### src/host_irq_pkg.sv
// Constants, field layouts and types for the host IRQ line controller.
package host_irq_pkg;

	// APB address width and register byte addresses.
	localparam int ADDR_W = 18;
	localparam logic [15:0] CTRL_IDX = 16'hFEA2;
	localparam logic [ADDR_W-1:0] CTRL_ADDR = {CTRL_IDX, 2'h0};
	localparam logic [ADDR_W-1:0] HIF_ADDR = 18'h3FA80;
	localparam logic [ADDR_W-1:0] STAT_ADDR = 18'h3FA90;
	localparam logic [ADDR_W-1:0] MASK_ADDR = 18'h3FA94;

	// Reset values.
	localparam logic [7:0] CTRL_RESET = 8'h07;
	localparam logic [7:0] HIF_RESET = 8'h00;

	// Line indices, equal to the firmware bit positions.
	localparam int NUM_LINES = 3;
	localparam int LINE_KBD = 0;
	localparam int LINE_MOUSE = 1;
	localparam int LINE_PM = 2;

	// Field positions in host_if_control.
	localparam int HIF_KBD_EN = 0;
	localparam int HIF_MOUSE_EN = 1;
	localparam int HIF_PM_EN = 4;
	localparam int HIF_PM_COMPAT = 7;

	// Shape mode codes and pulse widths in core clock cycles.
	localparam logic [2:0] MODE_LEVEL = 3'h0;
	localparam logic [2:0] MODE_P1 = 3'h1;
	localparam logic [2:0] MODE_P2 = 3'h2;
	localparam logic [2:0] MODE_P4 = 3'h3;
	localparam logic [2:0] MODE_P8 = 3'h4;
	localparam logic [2:0] MODE_P16 = 3'h5;
	localparam logic [4:0] WIDTH_1 = 5'h01;
	localparam logic [4:0] WIDTH_2 = 5'h02;
	localparam logic [4:0] WIDTH_4 = 5'h04;
	localparam logic [4:0] WIDTH_8 = 5'h08;
	localparam logic [4:0] WIDTH_16 = 5'h10;
	localparam logic [4:0] WIDTH_NONE = 5'h00;

	// Layout of host_irq_control.
	typedef struct packed {
		logic rsvd;
		logic irq_invert;
		logic [2:0] irq_shape_mode;
		logic [2:0] fw_bits;
	} irq_ctrl_s;

	// APB request signals from the master.
	typedef struct packed {
		logic [ADDR_W-1:0] paddr;
		logic psel;
		logic penable;
		logic pwrite;
		logic [31:0] pwdata;
	} apb_req_s;

endpackage : host_irq_pkg

### src/host_irq_line_control.sv
// Host IRQ line controller with APB register access and a core interrupt.
`timescale 1ns/1ps
// Functional notes
// - Reset loads host_irq_control with 07 hex, firmware bits set.
// - Keyboard hardware enable clear: IRQ1 follows firmware bit 0.
// - Reading firmware bit 0 returns the live IRQ1 level.
// - Mouse hardware enable clear: IRQ12 follows firmware bit 1.
// - Reading firmware bit 1 returns the live IRQ12 level.
// - PM legacy mode, enable clear: IRQ11 follows firmware bit 2.
// - Reading firmware bit 2 returns the live IRQ11 level.
// - Mode field bits 5 to 3 pick level or pulse and width.
// - Level mode, no invert: line high while buffer-full flag set.
// - Pulse mode, no invert: idle high, low pulse on buffer write.
// - Codes 1 to 5 give 1, 2, 4, 8, 16 cycles; others reserved.
// - Invert bit 6 flips hardware-driven lines.
// - Keyboard enabled: write to keyboard out data fires IRQ1.
module host_irq_line_control
	import host_irq_pkg::*;
#(
	parameter int CNT_W = 5
) (
	// Clock and reset.
	input wire logic ref_clk_i,
	input wire logic rstn_i,
	// APB slave.
	input wire apb_req_s apb_i,
	output logic [31:0] prdata_o,
	output logic pready_o,
	output logic pslverr_o,
	// Output buffer write strobes and full flags, same clock.
	input wire logic [NUM_LINES-1:0] obuf_wr_i,
	input wire logic [NUM_LINES-1:0] obf_i,
	// Host interrupt lines: bit 0 IRQ1, bit 1 IRQ12, bit 2 IRQ11.
	output logic [NUM_LINES-1:0] host_irq_o,
	// Core interrupt.
	output logic core_irq_o
);

	// The counter must hold the widest pulse.
	if (CNT_W < 5) begin : g_bad_cnt
		$error("CNT_W must be at least 5");
	end

	// Maps a shape mode code to its pulse width; zero means no pulse.
	function automatic logic [CNT_W-1:0] pulse_len(input logic [2:0] m);
		logic [4:0] w;
		w = WIDTH_NONE;
		case (m)
			MODE_P1: w = WIDTH_1;
			MODE_P2: w = WIDTH_2;
			MODE_P4: w = WIDTH_4;
			MODE_P8: w = WIDTH_8;
			MODE_P16: w = WIDTH_16;
			default: w = WIDTH_NONE;
		endcase
		// Reserved codes map to zero so they never start a pulse.
		return CNT_W'(w);
	endfunction : pulse_len

	// Address decode shared by read and write paths.
	function automatic logic mapped(input logic [ADDR_W-1:0] a);
		return (a == CTRL_ADDR) || (a == HIF_ADDR) ||
			(a == STAT_ADDR) || (a == MASK_ADDR);
	endfunction : mapped

	irq_ctrl_s ctrl, next_ctrl;
	logic [7:0] hif, next_hif;
	logic [NUM_LINES-1:0] stat, next_stat;
	logic [NUM_LINES-1:0] mask, next_mask;
	logic [31:0] next_prdata;
	logic next_pready, next_pslverr, next_core_irq;
	logic [NUM_LINES-1:0] hw_en, fw_en, trig;
	logic [NUM_LINES-1:0] next_line;
	logic [CNT_W-1:0] cnt [NUM_LINES];
	logic [CNT_W-1:0] next_cnt [NUM_LINES];
	logic [CNT_W-1:0] width;
	logic rd_fire, wr_fire;

	// Per-line ownership and hardware triggers.
	always_comb begin
		hw_en[LINE_KBD] = hif[HIF_KBD_EN];
		hw_en[LINE_MOUSE] = hif[HIF_MOUSE_EN];
		// IRQ11 has no owner, and is held low, outside legacy mode.
		hw_en[LINE_PM] = hif[HIF_PM_EN] & hif[HIF_PM_COMPAT];
		fw_en[LINE_KBD] = ~hif[HIF_KBD_EN];
		fw_en[LINE_MOUSE] = ~hif[HIF_MOUSE_EN];
		fw_en[LINE_PM] = ~hif[HIF_PM_EN] & hif[HIF_PM_COMPAT];
		trig = obuf_wr_i & hw_en;
		width = pulse_len(ctrl.irq_shape_mode);
	end

	// Reads are decoded in the first access cycle and answered with pready in the next, writes land with pready.
	always_comb begin
		rd_fire = apb_i.psel & apb_i.penable & ~pready_o;
		wr_fire = apb_i.psel & apb_i.penable & pready_o & apb_i.pwrite &
			mapped(apb_i.paddr);
		next_pready = rd_fire;
		next_pslverr = rd_fire & ~mapped(apb_i.paddr);
		next_prdata = 32'h0;
		if (rd_fire && !apb_i.pwrite) begin
			case (apb_i.paddr)
				// Low bits show the driven lines, as the host sees them.
				CTRL_ADDR: next_prdata = {24'h0, ctrl[7:3],
					host_irq_o};
				HIF_ADDR: next_prdata = {24'h0, hif};
				STAT_ADDR: next_prdata = {29'h0, stat};
				MASK_ADDR: next_prdata = {29'h0, mask};
				default: next_prdata = 32'h0;
			endcase
		end
	end

	// Register writes, sticky status with set winning over clear.
	always_comb begin
		next_ctrl = ctrl;
		next_hif = hif;
		next_mask = mask;
		next_stat = stat;
		// Bit 7 of the control register is reserved and kept at zero.
		if (wr_fire) begin
			case (apb_i.paddr)
				CTRL_ADDR: next_ctrl = {1'b0, apb_i.pwdata[6:0]};
				HIF_ADDR: next_hif = apb_i.pwdata[7:0];
				STAT_ADDR: next_stat = stat & ~apb_i.pwdata[2:0];
				MASK_ADDR: next_mask = apb_i.pwdata[2:0];
				default: next_ctrl = ctrl;
			endcase
		end
		// Triggers are merged last so an event wins over a clear.
		next_stat = next_stat | trig;
		next_core_irq = |(next_stat & next_mask);
	end

	// Register state and bus outputs.
	always_ff @(posedge ref_clk_i or negedge rstn_i) begin
		if (!rstn_i) begin
			ctrl <= CTRL_RESET;
			hif <= HIF_RESET;
			stat <= '0;
			mask <= '0;
			prdata_o <= 32'h0;
			pready_o <= 1'b0;
			pslverr_o <= 1'b0;
			core_irq_o <= 1'b0;
		end else begin
			ctrl <= next_ctrl;
			hif <= next_hif;
			stat <= next_stat;
			mask <= next_mask;
			prdata_o <= next_prdata;
			pready_o <= next_pready;
			pslverr_o <= next_pslverr;
			core_irq_o <= next_core_irq;
		end
	end

	// One pulse counter and line driver per host interrupt line.
	for (genvar i = 0; i < NUM_LINES; i++) begin : g_line
		logic raw;

		// Counter and line level.
		always_comb begin
			raw = 1'b0;
			next_cnt[i] = cnt[i];
			// A strobe reloads the full width, even mid-pulse.
			if (trig[i] && width != '0) begin
				next_cnt[i] = width;
			end else if (cnt[i] != '0) begin
				next_cnt[i] = cnt[i] - CNT_W'(1);
			end
			if (ctrl.irq_shape_mode == MODE_LEVEL) begin
				raw = obf_i[i];
			end else begin
				raw = (next_cnt[i] == '0);
			end
			// Invert shapes hardware lines only; firmware bits pass as is.
			if (hw_en[i]) begin
				next_line[i] = raw ^ ctrl.irq_invert;
			end else if (fw_en[i]) begin
				next_line[i] = ctrl.fw_bits[i];
			end else begin
				next_line[i] = 1'b0;
			end
		end

		// Registered counter and output.
		always_ff @(posedge ref_clk_i or negedge rstn_i) begin
			if (!rstn_i) begin
				cnt[i] <= '0;
				host_irq_o[i] <= 1'b0;
			end else begin
				cnt[i] <= next_cnt[i];
				host_irq_o[i] <= next_line[i];
			end
		end
	end
endmodule : host_irq_line_control

### config.mk
export PLATFORM = sky130hd
export DESIGN_NAME = host_irq_line_control
export DESIGN_NICKNAME = d
export VERILOG_FILES = /design/src/host_irq_pkg.sv /design/src/host_irq_line_control.sv
export SDC_FILE = /design/constraint.sdc
export NUM_CORES = 1
export LEC_CHECK = 0
export BUFFER_PORTS_ARGS = -buffer_cell sky130_fd_sc_hd__buf_2
export CAP_MARGIN = 40
export CORE_MARGIN = 10
export CORE_UTILIZATION = 46
export DETAILED_ROUTE_END_ITERATION = 6
export GPL_TIMING_DRIVEN = 0
export MAX_ROUTING_LAYER = met4
export PLACE_DENSITY_LB_ADDON = 0.12
export SLEW_MARGIN = 15
export SYNTH_ARGS = -nofsm -noshare
export SYNTH_HDL_FRONTEND = slang
export SYNTH_SLANG_ARGS = --single-unit
### constraint.sdc
create_clock -name ref_clk_i -period 4.6 [get_ports ref_clk_i]
set_clock_uncertainty 0.2 [all_clocks]
set_input_delay 0.46 -clock ref_clk_i [delete_from_list [all_inputs] [get_ports ref_clk_i]]
set_output_delay 0.46 -clock ref_clk_i [all_outputs]
set_load 0.02 [all_outputs]
==> results of run 1 <==
## sequential cells by signal, summed over array words and instances, names as in the netlist
register	cells
prdata_o	8
ctrl	7
pslverr_o	1
core_irq_o	1
host_irq_o	3
stat	3
mask	3
pready_o	1
cnt	15
hif	8
## repair_timing
action	4_1_cts	5_1_grt
endpoints found under the hold margin	17	0
hold buffers	1	0
setup endpoints to repair	0	0
## Yosys cell counts, types with 2 or more instances
cell / n / area [sq um]
sky130_fd_sc_hd__nor2b_1: 5 / 31.3
sky130_fd_sc_hd__nand2b_1: 5 / 31.3
sky130_fd_sc_hd__nor4_4: 2 / 42.5
sky130_fd_sc_hd__a32o_1: 2 / 20.0
sky130_fd_sc_hd__buf_6: 2 / 22.5
sky130_fd_sc_hd__dfrtp_1: 47 / 1180
sky130_fd_sc_hd__o22ai_1: 2 / 12.5
sky130_fd_sc_hd__or2_2: 6 / 37.5
sky130_fd_sc_hd__or3_1: 4 / 25.0
sky130_fd_sc_hd__a21boi_0: 2 / 15.0
sky130_fd_sc_hd__o211ai_1: 2 / 15.0
sky130_fd_sc_hd__o21ai_0: 11 / 55.1
sky130_fd_sc_hd__o221ai_1: 2 / 17.5
sky130_fd_sc_hd__and2b_1: 2 / 15.0
sky130_fd_sc_hd__ha_1: 3 / 37.5
sky130_fd_sc_hd__xnor2_1: 5 / 43.8
sky130_fd_sc_hd__and3_1: 5 / 31.3
sky130_fd_sc_hd__a222oi_1: 2 / 20.0
sky130_fd_sc_hd__nor3_1: 9 / 45.0
sky130_fd_sc_hd__and2_1: 2 / 12.5
sky130_fd_sc_hd__nor2_1: 25 / 93.8
sky130_fd_sc_hd__a221oi_1: 2 / 17.5
sky130_fd_sc_hd__dfstp_2: 3 / 78.8
sky130_fd_sc_hd__nand2_1: 24 / 90.1
sky130_fd_sc_hd__clkbuf_1: 4 / 15.0
sky130_fd_sc_hd__nor3b_1: 3 / 22.5
sky130_fd_sc_hd__a31oi_1: 2 / 12.5
sky130_fd_sc_hd__a22oi_1: 5 / 37.5
sky130_fd_sc_hd__a21oi_1: 13 / 65.1
sky130_fd_sc_hd__o31ai_1: 4 / 30.0
sky130_fd_sc_hd__mux2i_1: 6 / 60.1
sky130_fd_sc_hd__nand4bb_1: 4 / 45.0
sky130_fd_sc_hd__buf_4: 26 / 195
sky130_fd_sc_hd__and4b_1: 2 / 20.0
sky130_fd_sc_hd__nand3_1: 9 / 45.0
sky130_fd_sc_hd__nand4_1: 3 / 18.8
sky130_fd_sc_hd__mux2_2: 17 / 191
sky130_fd_sc_hd__inv_1: 15 / 56.3
sky130_fd_sc_hd__a211oi_1: 3 / 22.5
sky130_fd_sc_hd__a32oi_1: 2 / 17.5
## worst max path at each step
stage               slack [ns]             to  startpoint  depth (start not counted)
global route              1.57  host_irq_o[0]     cnt[10]                          8
detailed placement        1.81         hif[4]   apb_i[40]                          6
global placement          1.83         hif[0]   apb_i[40]                          6
finish                    1.79  host_irq_o[0]     cnt[10]                          8
floorplan                 2.17  host_irq_o[0]     cnt[10]                          8
CTS                       1.85  host_irq_o[0]     cnt[10]                          8
## per-layer routing
layer / global-route usage / vias up
met4: 0.0493 / 0
li1: - / 1266
met3: 0.0456 / 12
met1: 0.195 / 1217
met2: 0.238 / 95
met5: - / -
## cell families (layout without fill, tap and decap cells)
group / Yosys count / count (layout) / synth area share
buffers and inverters: 48 / 109 / 0.0965
other: 1 / 24 / 0.00123
flip-flops: 50 / 50 / 0.412
AO/OA/AOI/OAI: 64 / 64 / 0.146
AND/OR/NAND/NOR: 122 / 122 / 0.235
adder cells (fa/ha/maj): 3 / 3 / 0.0123
XOR/XNOR: 5 / 5 / 0.0144
multiplexers: 23 / 23 / 0.0826
## cell usage in the layout (no fill, tap or decap), drive strengths merged, types with 3 or more instances in the layout
master    n
mux2i     6
and2      3
nand2    24
nand2b    5
xnor2     5
clkbuf    9
nor3      9
nand4     3
o21ai    11
nor2b     5
nand3     9
buf      81
nor4      3
dfrtp    47
nor3b     3
o31ai     4
a22oi     5
or3       4
a211oi    3
nor2     25
and3      6
nand4bb   4
mux2     17
conb     24
ha        3
a21oi    13
a32o      3
or2       6
dfstp     3
inv      16
## power breakdown
group	leakage [uW]	internal (uW)	switching (uW)	total, uW
clock	0.0000587	165	160	325
sequential	0.000674	458	21.2	479
combinational	0.00115	79.3	92.3	172
## metrics by stage
stage / area, sq um / utilization / worst slack [ns]
2_1_floorplan: 3130 / - / 2.17
3_3_place_gp: 3480 / 0.545 / 1.83
3_5_place_dp: 3500 / 0.549 / 1.81
4_1_cts: 3630 / 0.568 / 1.85
5_1_grt: 3630 / 0.568 / 1.57
6_report: 3630 / 0.568 / 1.79
## area by class of cell
cell class,count,area share
Buffer,33,0.0655
Clock buffer,5,0.0190
Clock inverter,3,0.0131
Inverter,15,0.0155
Multi-Input combinational cell,241,0.436
Sequential cell,50,0.346
Tap cell,77,0.0265
Timing Repair Buffer,53,0.0786
## worst max-delay path, delay by kind of cell (launching register included)
kind            cells  cell delay [ns]
simple gates        3             0.95
compound gates      2             0.61
flops               1             0.43
fa+ha+maj           1             0.22
mux                 1             0.20
buf+inv             1             0.09
==> flow_results.org, run 1 <==
** Routing
- Top Metal Used :: met4
- Detailed-routing iteration count for the pre-antenna-repair pass :: 5
- Via total after detailed routing :: around 2600
- Drc violations :: 0
- In this run, the number of DRC markers left after iteration 0 of detailed routing was 116.
- Sum of met3 wire segment lengths after detailed routing :: 602 um
- After detailed routing, the average wire length per cell comes to between 15 and 20 um.
- Vias per inst :: about 5.4
- Routed WL :: 7.81 mm
- Metal2 WL :: ~3.6 mm
- Count of nets left with antenna violations after detail routing :: 0
- Metal-1 WL :: approximately 3.4 mm

** Power and ir drop
- Power density over the cells :: ~270 nW/um^2
- Peak supply drop :: around 200 uV
- Summed over all cells, the static leakage comes to ~0.0019 uW.
- Overall power consumption after layout is estimated at roughly 980 uW.

** Final layout
- Once layout is complete, the cells apart from fillers number about 480.
- In the final design database the tool counted 463 nets.
- The area growth from synthesis to layout is 19.2%.
- In the final layout, the multi-input gates occupy between 1500 and 2000 sq um.
- In the final layout, the share of cells above drive strength 1 is 0.305.
- Fillers :: about 580
- Number of antenna cells inserted :: 0
- Registers take around 1300 sq um.

** Min path
- The startpoint identified for the worst hold timing path is apb_i[7].
- The path with the worst hold slack has its endpoint at hif[7].
- Worst hold path stage count :: 2
- Class of the worst hold path :: input port to register

** Synth
- In the synthesized netlist the async set-or-reset flop fraction comes to 1.00.
- Synthesis Warnings :: 0
- Post-synth design cell area :: 3050 sq um
- Yosys reg bits :: 50
- The average instance in the mapped netlist occupies between 9 and 10 sq um.
- Prevailing post-synth register cell :: sky130_fd_sc_hd__dfrtp_1
- Number of distinct standard cells referenced by the synthesized netlist :: between 60 and 70
- EDFF count, synth :: 0
- The cell count after synthesis came out at between 300 and 400.
- Of the synthesized area, sequential elements account for 0.412.

** STA
- Final setup fails :: 0
- The worst pin sits at a relative slew slack of 0.512.
- Min Hold Slack :: 0.168 ns
- Max Slew Vio Count :: 0
- In the finished design, the share of the clock period the worst path needs comes to 0.610.
- Period minus WS final :: approximately 2.8 ns
- At the pin with the least slew margin, the transition time is 0.722 ns.
- Final-layout setup total negative slack :: 0 ns
- Max frequency :: approximately 0.36 GHz
- The number of failing hold endpoints at the final stage is 0.
- RSZ-0062 raised after global routing :: no

** Placed design
- Port Buf Inserts :: 50
- DP HPWL :: 6.16 mm
- Final GP Congestion :: between 0.8 and 0.9
- Total placed cells including tap cells :: about 470

** Setup path
- At the worst endpoint, the arrival time is between 2 and 3 ns.
- The worst setup path is captured at a register.
- Largest driver fanout on the critical path :: 5
- The critical path in this run is classified as register to register.
- The worst register-to-register path begins at cnt[10].
- Nature of the critical path startpoint :: register
- Worst r2r dst :: host_irq_o[0]
- Largest stage delay, worst path :: 0.62 ns
- Worst reg2reg setup slack :: about 1.8 ns
- Worst endpoint required time :: ~4.6 ns
- Critical-path cell list :: inv_1, ha_1, nor4b_1, a222oi_1, a2111oi_0, nand4bb_1, mux2i_1, nand3_1
- Counting cells, the worst reg-to-reg path comes to 8.
- The largest individual stage delay along the critical path comes from the cell sky130_fd_sc_hd__nor4b_1.

** Global route
- Overall overflow remaining after global route :: 0
- The first global-routing pass estimated ~13 mm of wire.
- Largest net degree at the start of global routing :: 32
- The number of antenna violations at the first check in global routing came to 0.
- Across every metal layer, demand over resource in global routing totals 0.156.
- The number of global-route vias before repair was between 2000 and 3000.

** Clock network
- After clock tree synthesis, the clock-pin slew on the worst setup and hold paths is 0.10 ns.
- Post-cts resize count :: 0
- The number of setup buffers added after CTS is 0.
- CTS saw 50 sinks.
- Buffer levels on the longest clock path :: 2
- CTS placed an instance of sky130_fd_sc_hd__clkbuf_8 at the clock tree root.
- The H-tree was split into 2 levels.
- Clock buffer count from CTS :: 5
- Clock latency on the worst-skew pair, taken at its later pin, is between 0.3 and 0.4 ns.
- TritonCTS clock tree :: yes

** Floorplanning
- The floorplan step set the die height to slightly above 100 um.
- Die footprint :: 10300 sq um
- Count of standard-cell rows :: 29
- Number of top-level design ports :: between 90 and 100
- Overall die width :: ~100 um
- For this configuration, the core starts out at a cell density of 0.477.
- In this run the standard cell core region covers approximately 6400 sq um.

** Job
- The tool flagged a number of max-cap violations equal to 0.

** Outcome
- Result of the run :: completed
Note: power is estimated with default switching activity, not from simulation.
==> inputs of run 2 (changes only) <==
--- a/config.mk
+++ b/config.mk
@@ -5,6 +5,7 @@
 export SDC_FILE = /design/constraint.sdc
 export NUM_CORES = 1
 export LEC_CHECK = 0
+export ABC_AREA = 1
 export BUFFER_PORTS_ARGS = -buffer_cell sky130_fd_sc_hd__buf_2
 export CAP_MARGIN = 40
 export CORE_MARGIN = 10
==> constraint.sdc (replaced) <==
create_clock -name ref_clk_i -period 2.9 [get_ports ref_clk_i]
set_clock_uncertainty 0.2 [all_clocks]
set_input_delay 0.29 -clock ref_clk_i [delete_from_list [all_inputs] [get_ports ref_clk_i]]
set_output_delay 0.29 -clock ref_clk_i [all_outputs]
set_load 0.02 [all_outputs]
==> flow_results.org, run 2 <==
** Routing
- The detailed-route DRC error count came to 0 (unchanged).
- Post-DR wirelength/cell :: 12.8 um (was 16.4 um)
- Drt initial violations :: 94 (was 116)
- Via total after detailed routing :: 2655 (was 2590)
- Routed WL :: 7.25 mm (was 7.81 mm)
- Count of nets left with antenna violations after detail routing :: 0 (unchanged)
- The number of vias per cell is 4.68 (was 5.43).
- Detailed-routing iteration count for the pre-antenna-repair pass :: 4 (was 5)

** Final layout
- Post-layout util :: 0.563 (was 0.568)
- The layout overhead on the synthesized area was 19.3% (was 19.2%).
- The diode insertion count for antenna repair came to 0 (unchanged).
- Top flop regs :: cnt: 15 flops, hif: 8 flops, prdata_o: 8 flops (unchanged)
- Biggest register :: cnt (unchanged)
- The area of the multi-input gates is 1390 sq um (was 1580 sq um).
- The commonest non-fill, non-tap cell in the layout is sky130_fd_sc_hd__nand2_1 (was sky130_fd_sc_hd__buf_2).
- The post-route non-filler standard cell count was 567 (was 477).
- Fraction of final layout cells sized beyond drive strength 1 :: 0.245 (was 0.305)
- # nets final :: 553 (was 463)
- Flip-flop count of the largest register, all copies and words added :: 15 (unchanged)
- The filler cell count in the final layout is 622 (was 582).
- Sequential cell area :: 1250 sq um (unchanged)
- Commonest cells after routing, fill and taps aside: sky130_fd_sc_hd__nand2_1 (111), sky130_fd_sc_hd__inv_1 (56), sky130_fd_sc_hd__buf_2 (52) (was sky130_fd_sc_hd__buf_2 (52), sky130_fd_sc_hd__dfrtp_1 (47), sky130_fd_sc_hd__buf_4 (26)).

** Global route
- The first-pass GRT wire length is 12.2 mm (was 12.7 mm).
- The number of antenna violations at the first check in global routing was 0 (unchanged).
- The global route total overflow is 0 (unchanged).
- Largest net degree at the start of global routing :: 35 (was 32)
- Combined global-route utilization of all metal layers :: 0.150 (was 0.156)
- The number of global-route vias before repair is 2663 (was 2531).

** Synth
- The most used standard cell by instance count after synthesis was sky130_fd_sc_hd__nand2_1 (was sky130_fd_sc_hd__dfrtp_1).
- The count of cell types in the netlist came to 33 (was 64).
- Per-instance average area after synthesis :: 7.36 sq um (was 9.64 sq um)
- The number of enable-type register cells in the synthesized netlist is 0 (unchanged).
- The synthesized instance count is 407 (was 316).
- The flip-flop and latch count after synthesis came to 50 (unchanged).
- The sequential fraction of the synthesis area was 0.419 (was 0.412).
- Most common library cells after synthesis: sky130_fd_sc_hd__nand2_1 (111), sky130_fd_sc_hd__inv_1 (56), sky130_fd_sc_hd__dfrtp_1 (47), sky130_fd_sc_hd__nand3_1 (46), sky130_fd_sc_hd__nor2_1 (41) (was sky130_fd_sc_hd__dfrtp_1 (47), sky130_fd_sc_hd__buf_4 (26), sky130_fd_sc_hd__nor2_1 (25), sky130_fd_sc_hd__nand2_1 (24), sky130_fd_sc_hd__mux2_2 (17)).
- Fraction of post-synthesis cell area in the top cell type by area :: 0.393 (was 0.386)
- The proportion of register bits with asynchronous set or reset after synthesis is 1.00 (unchanged).
- Post-synth design cell area :: 3000 sq um (was 3050 sq um)
- The main flop type after synthesis is sky130_fd_sc_hd__dfrtp_1 (unchanged).
- Largest area contributor in the synthesized netlist :: sky130_fd_sc_hd__dfrtp_1 (unchanged)
- Main area contributors after synthesis :: sky130_fd_sc_hd__dfrtp_1 (39%), sky130_fd_sc_hd__nand2_1 (14%), sky130_fd_sc_hd__nand3_1 (7.7%) (was sky130_fd_sc_hd__dfrtp_1 (39%), sky130_fd_sc_hd__buf_4 (6.4%), sky130_fd_sc_hd__mux2_2 (6.3%))
- Synthesis Warnings :: 0 (unchanged)

** STA
- RSZ-0062 raised after global routing: no (unchanged).
- Max Slew Vio Count :: 0 (unchanged)
- The number of failing hold endpoints at the final stage came to 0 (unchanged).
- The time the final worst path needs with I/O delays and setup was 1.94 ns (was 2.81 ns).
- Final setup fails :: 0 (unchanged)
- The post-route worst hold slack is 0.0287 ns (was 0.168 ns).
- Max frequency :: 0.517 GHz (was 0.356 GHz)
- Final-layout setup total negative slack :: 0 ns (unchanged)
- Final worst-path cycle share :: 0.667 (was 0.610)

** Setup path
- The worst path required time came to 2.91 ns (was 4.61 ns).
- Start of the worst register-to-register path :: cnt[10] (unchanged)
- Crit path launch :: cnt[10] (unchanged)
- Worst r2r dst :: host_irq_o[0] (unchanged)
- The start-to-end type of the worst setup path was register to register (unchanged).
- Endpoint type of the worst setup path :: register (unchanged)
- Endpoint arrival time on the critical path :: 1.94 ns (was 2.82 ns)
- Destination of the critical timing path :: host_irq_o[0] (unchanged)
- Largest driver fanout on the critical path :: 5 (unchanged)
- Cell depth of the worst flop-to-flop path :: 11 (was 8)
- Worst reg2reg setup slack :: 0.96 ns (was 1.79 ns)
- Nature of the critical path startpoint :: register (unchanged)

** Power and ir drop
- Power density over the cells :: 438 nW/um^2 (was 269 nW/um^2)
- Peak supply drop :: 261 uV (was 200 uV)
- Power, Total :: 1570 uW (was 976 uW)
- The leakage power summed over all cells came to 0.00200 uW (was 0.00188 uW).

** Clock network
- The number of clock buffers inserted by TritonCTS is 5 (unchanged).
- The CTS tree is yes (unchanged).
- CTS root buf :: sky130_fd_sc_hd__clkbuf_8 (unchanged)
- The clock-pin slew reported for the worst setup and hold paths after clock tree synthesis came to 0.11 ns (was 0.10 ns).
- Post-cts resize count :: 0 (unchanged)
- The number of sinks on the clock net was 50 (unchanged).
- The depth of the CTS H-tree is 2 (unchanged).
- Clock latency at the later pin of the worst-skew pair :: 0.31 ns (was 0.32 ns)
- Buffer levels on the longest clock path :: 2 (unchanged)

** Floorplanning
- The area enclosed by the die boundary was 10100 sq um (was 10300 sq um).
- The starting density of the core is 0.472 (was 0.477).
- The area of the placeable core is 6350 sq um (was 6390 sq um).
- The width of the die is 101 um (about the same).
- The number of cell rows came to 29 (unchanged).
- The count of pins on the block boundary is 99 (unchanged).
- The die boundary height was 101 um (about the same).

** Job
- The number of max-cap violations is 0 (unchanged).

** Placed design
- The number of placed cells counting well taps was 558 (was 468).
- DP HPWL :: 5.87 mm (was 6.16 mm)
- The final RePlAce weighted congestion was 0.828 (was 0.879).
- The number of buffers inserted by port buffering came to 50 (unchanged).

** Min path
- The path type of the worst min-delay path is input port to register (unchanged).

** Outcome
- Result of the run: completed (unchanged).
-- run 2: cell types whose count changed in the layout (fill, tap and decap cells not counted), sizes merged, moves of 7 or more --
cell / previous run / this run
o21ai: 11 / 18
a21oi: 13 / 6
inv: 16 / 62
nor2: 25 / 46
mux2: 17 / 0
nand2: 24 / 118
nand4: 3 / 15
nand3: 9 / 47
-- run 2: cell type report --
cell class              instances  share of cell area
well taps                      77              0.0270
inverters                      62              0.0655
multi-input cells             291               0.389
clock inverters                 3              0.0133
clock buffers                   5              0.0193
plain buffers                  27              0.0564
flip-flops and latches         50               0.351
repair buffers                 52              0.0784
-- run 2: worst min-delay path by stage --
stage               depth (start not counted)     start  slack, ns       end
finish                                      3  apb_i[7]       0.03    hif[7]
global route                                3  apb_i[7]       0.03    hif[7]
CTS                                         3  apb_i[7]       0.02    hif[7]
detailed placement                          1    rstn_i       0.05   stat[0]
global placement                            1  pready_o       0.25  pready_o
floorplan                                   0    rstn_i      -0.21    cnt[0]
-- run 2: logic make-up (layout without fill, tap and decap cells) --
family | count (synthesis) | after routing | synth area share
flops | 50 | 50 | 0.419
fa+ha+maj | 3 | 3 | 0.0125
compound gates | 30 | 30 | 0.0660
other cells | 1 | 24 | 0.00125
xor+xnor | 2 | 2 | 0.00585
buf+inv | 89 | 149 | 0.145
simple gates | 232 | 232 | 0.350
-- run 2: timing repair --
| item | CTS | global route |
|---|---|---|
| buffers inserted | 0 | 0 |
| endpoints found under the setup margin | 0 | 0 |
| hold endpoints to repair | 14 | 0 |
| hold buffers | 1 | 0 |
-- run 2: worst max-delay path, cell delays in order, from the launching register on --
cell	delay, ns
sky130_fd_sc_hd__dfrtp_1	0.39
sky130_fd_sc_hd__inv_1	0.12
sky130_fd_sc_hd__ha_1	0.26
sky130_fd_sc_hd__nand3_1	0.18
sky130_fd_sc_hd__nand3_1	0.15
sky130_fd_sc_hd__nand3_1	0.08
sky130_fd_sc_hd__nor2_1	0.12
sky130_fd_sc_hd__nand3_1	0.10
sky130_fd_sc_hd__nand2_1	0.07
sky130_fd_sc_hd__nand2_1	0.04
sky130_fd_sc_hd__nand3_1	0.06
sky130_fd_sc_hd__nand2_1	0.05
-- run 2: per-stage QoR --
stage	worst slack, ns	instance area [sq um]
6_report	0.964	3570
5_1_grt	0.666	3570
4_1_cts	0.944	3570
3_5_place_dp	0.788	3450
3_3_place_gp	0.809	3430
2_1_floorplan	1.18	3080
-- run 2: layer usage --
metal | GRT usage | part of all wire
met2 | 0.261 | 0.51
met1 | 0.169 | 0.43
met4 | 0.0315 | 0.0077
met5 | - | 0
met3 | 0.0357 | 0.052
-- run 2: power by group --
part / internal (uW) / switching (uW)
registers: 728 / 18.2
logic: 117 / 193
clock network: 262 / 248
total: 1110 / 460
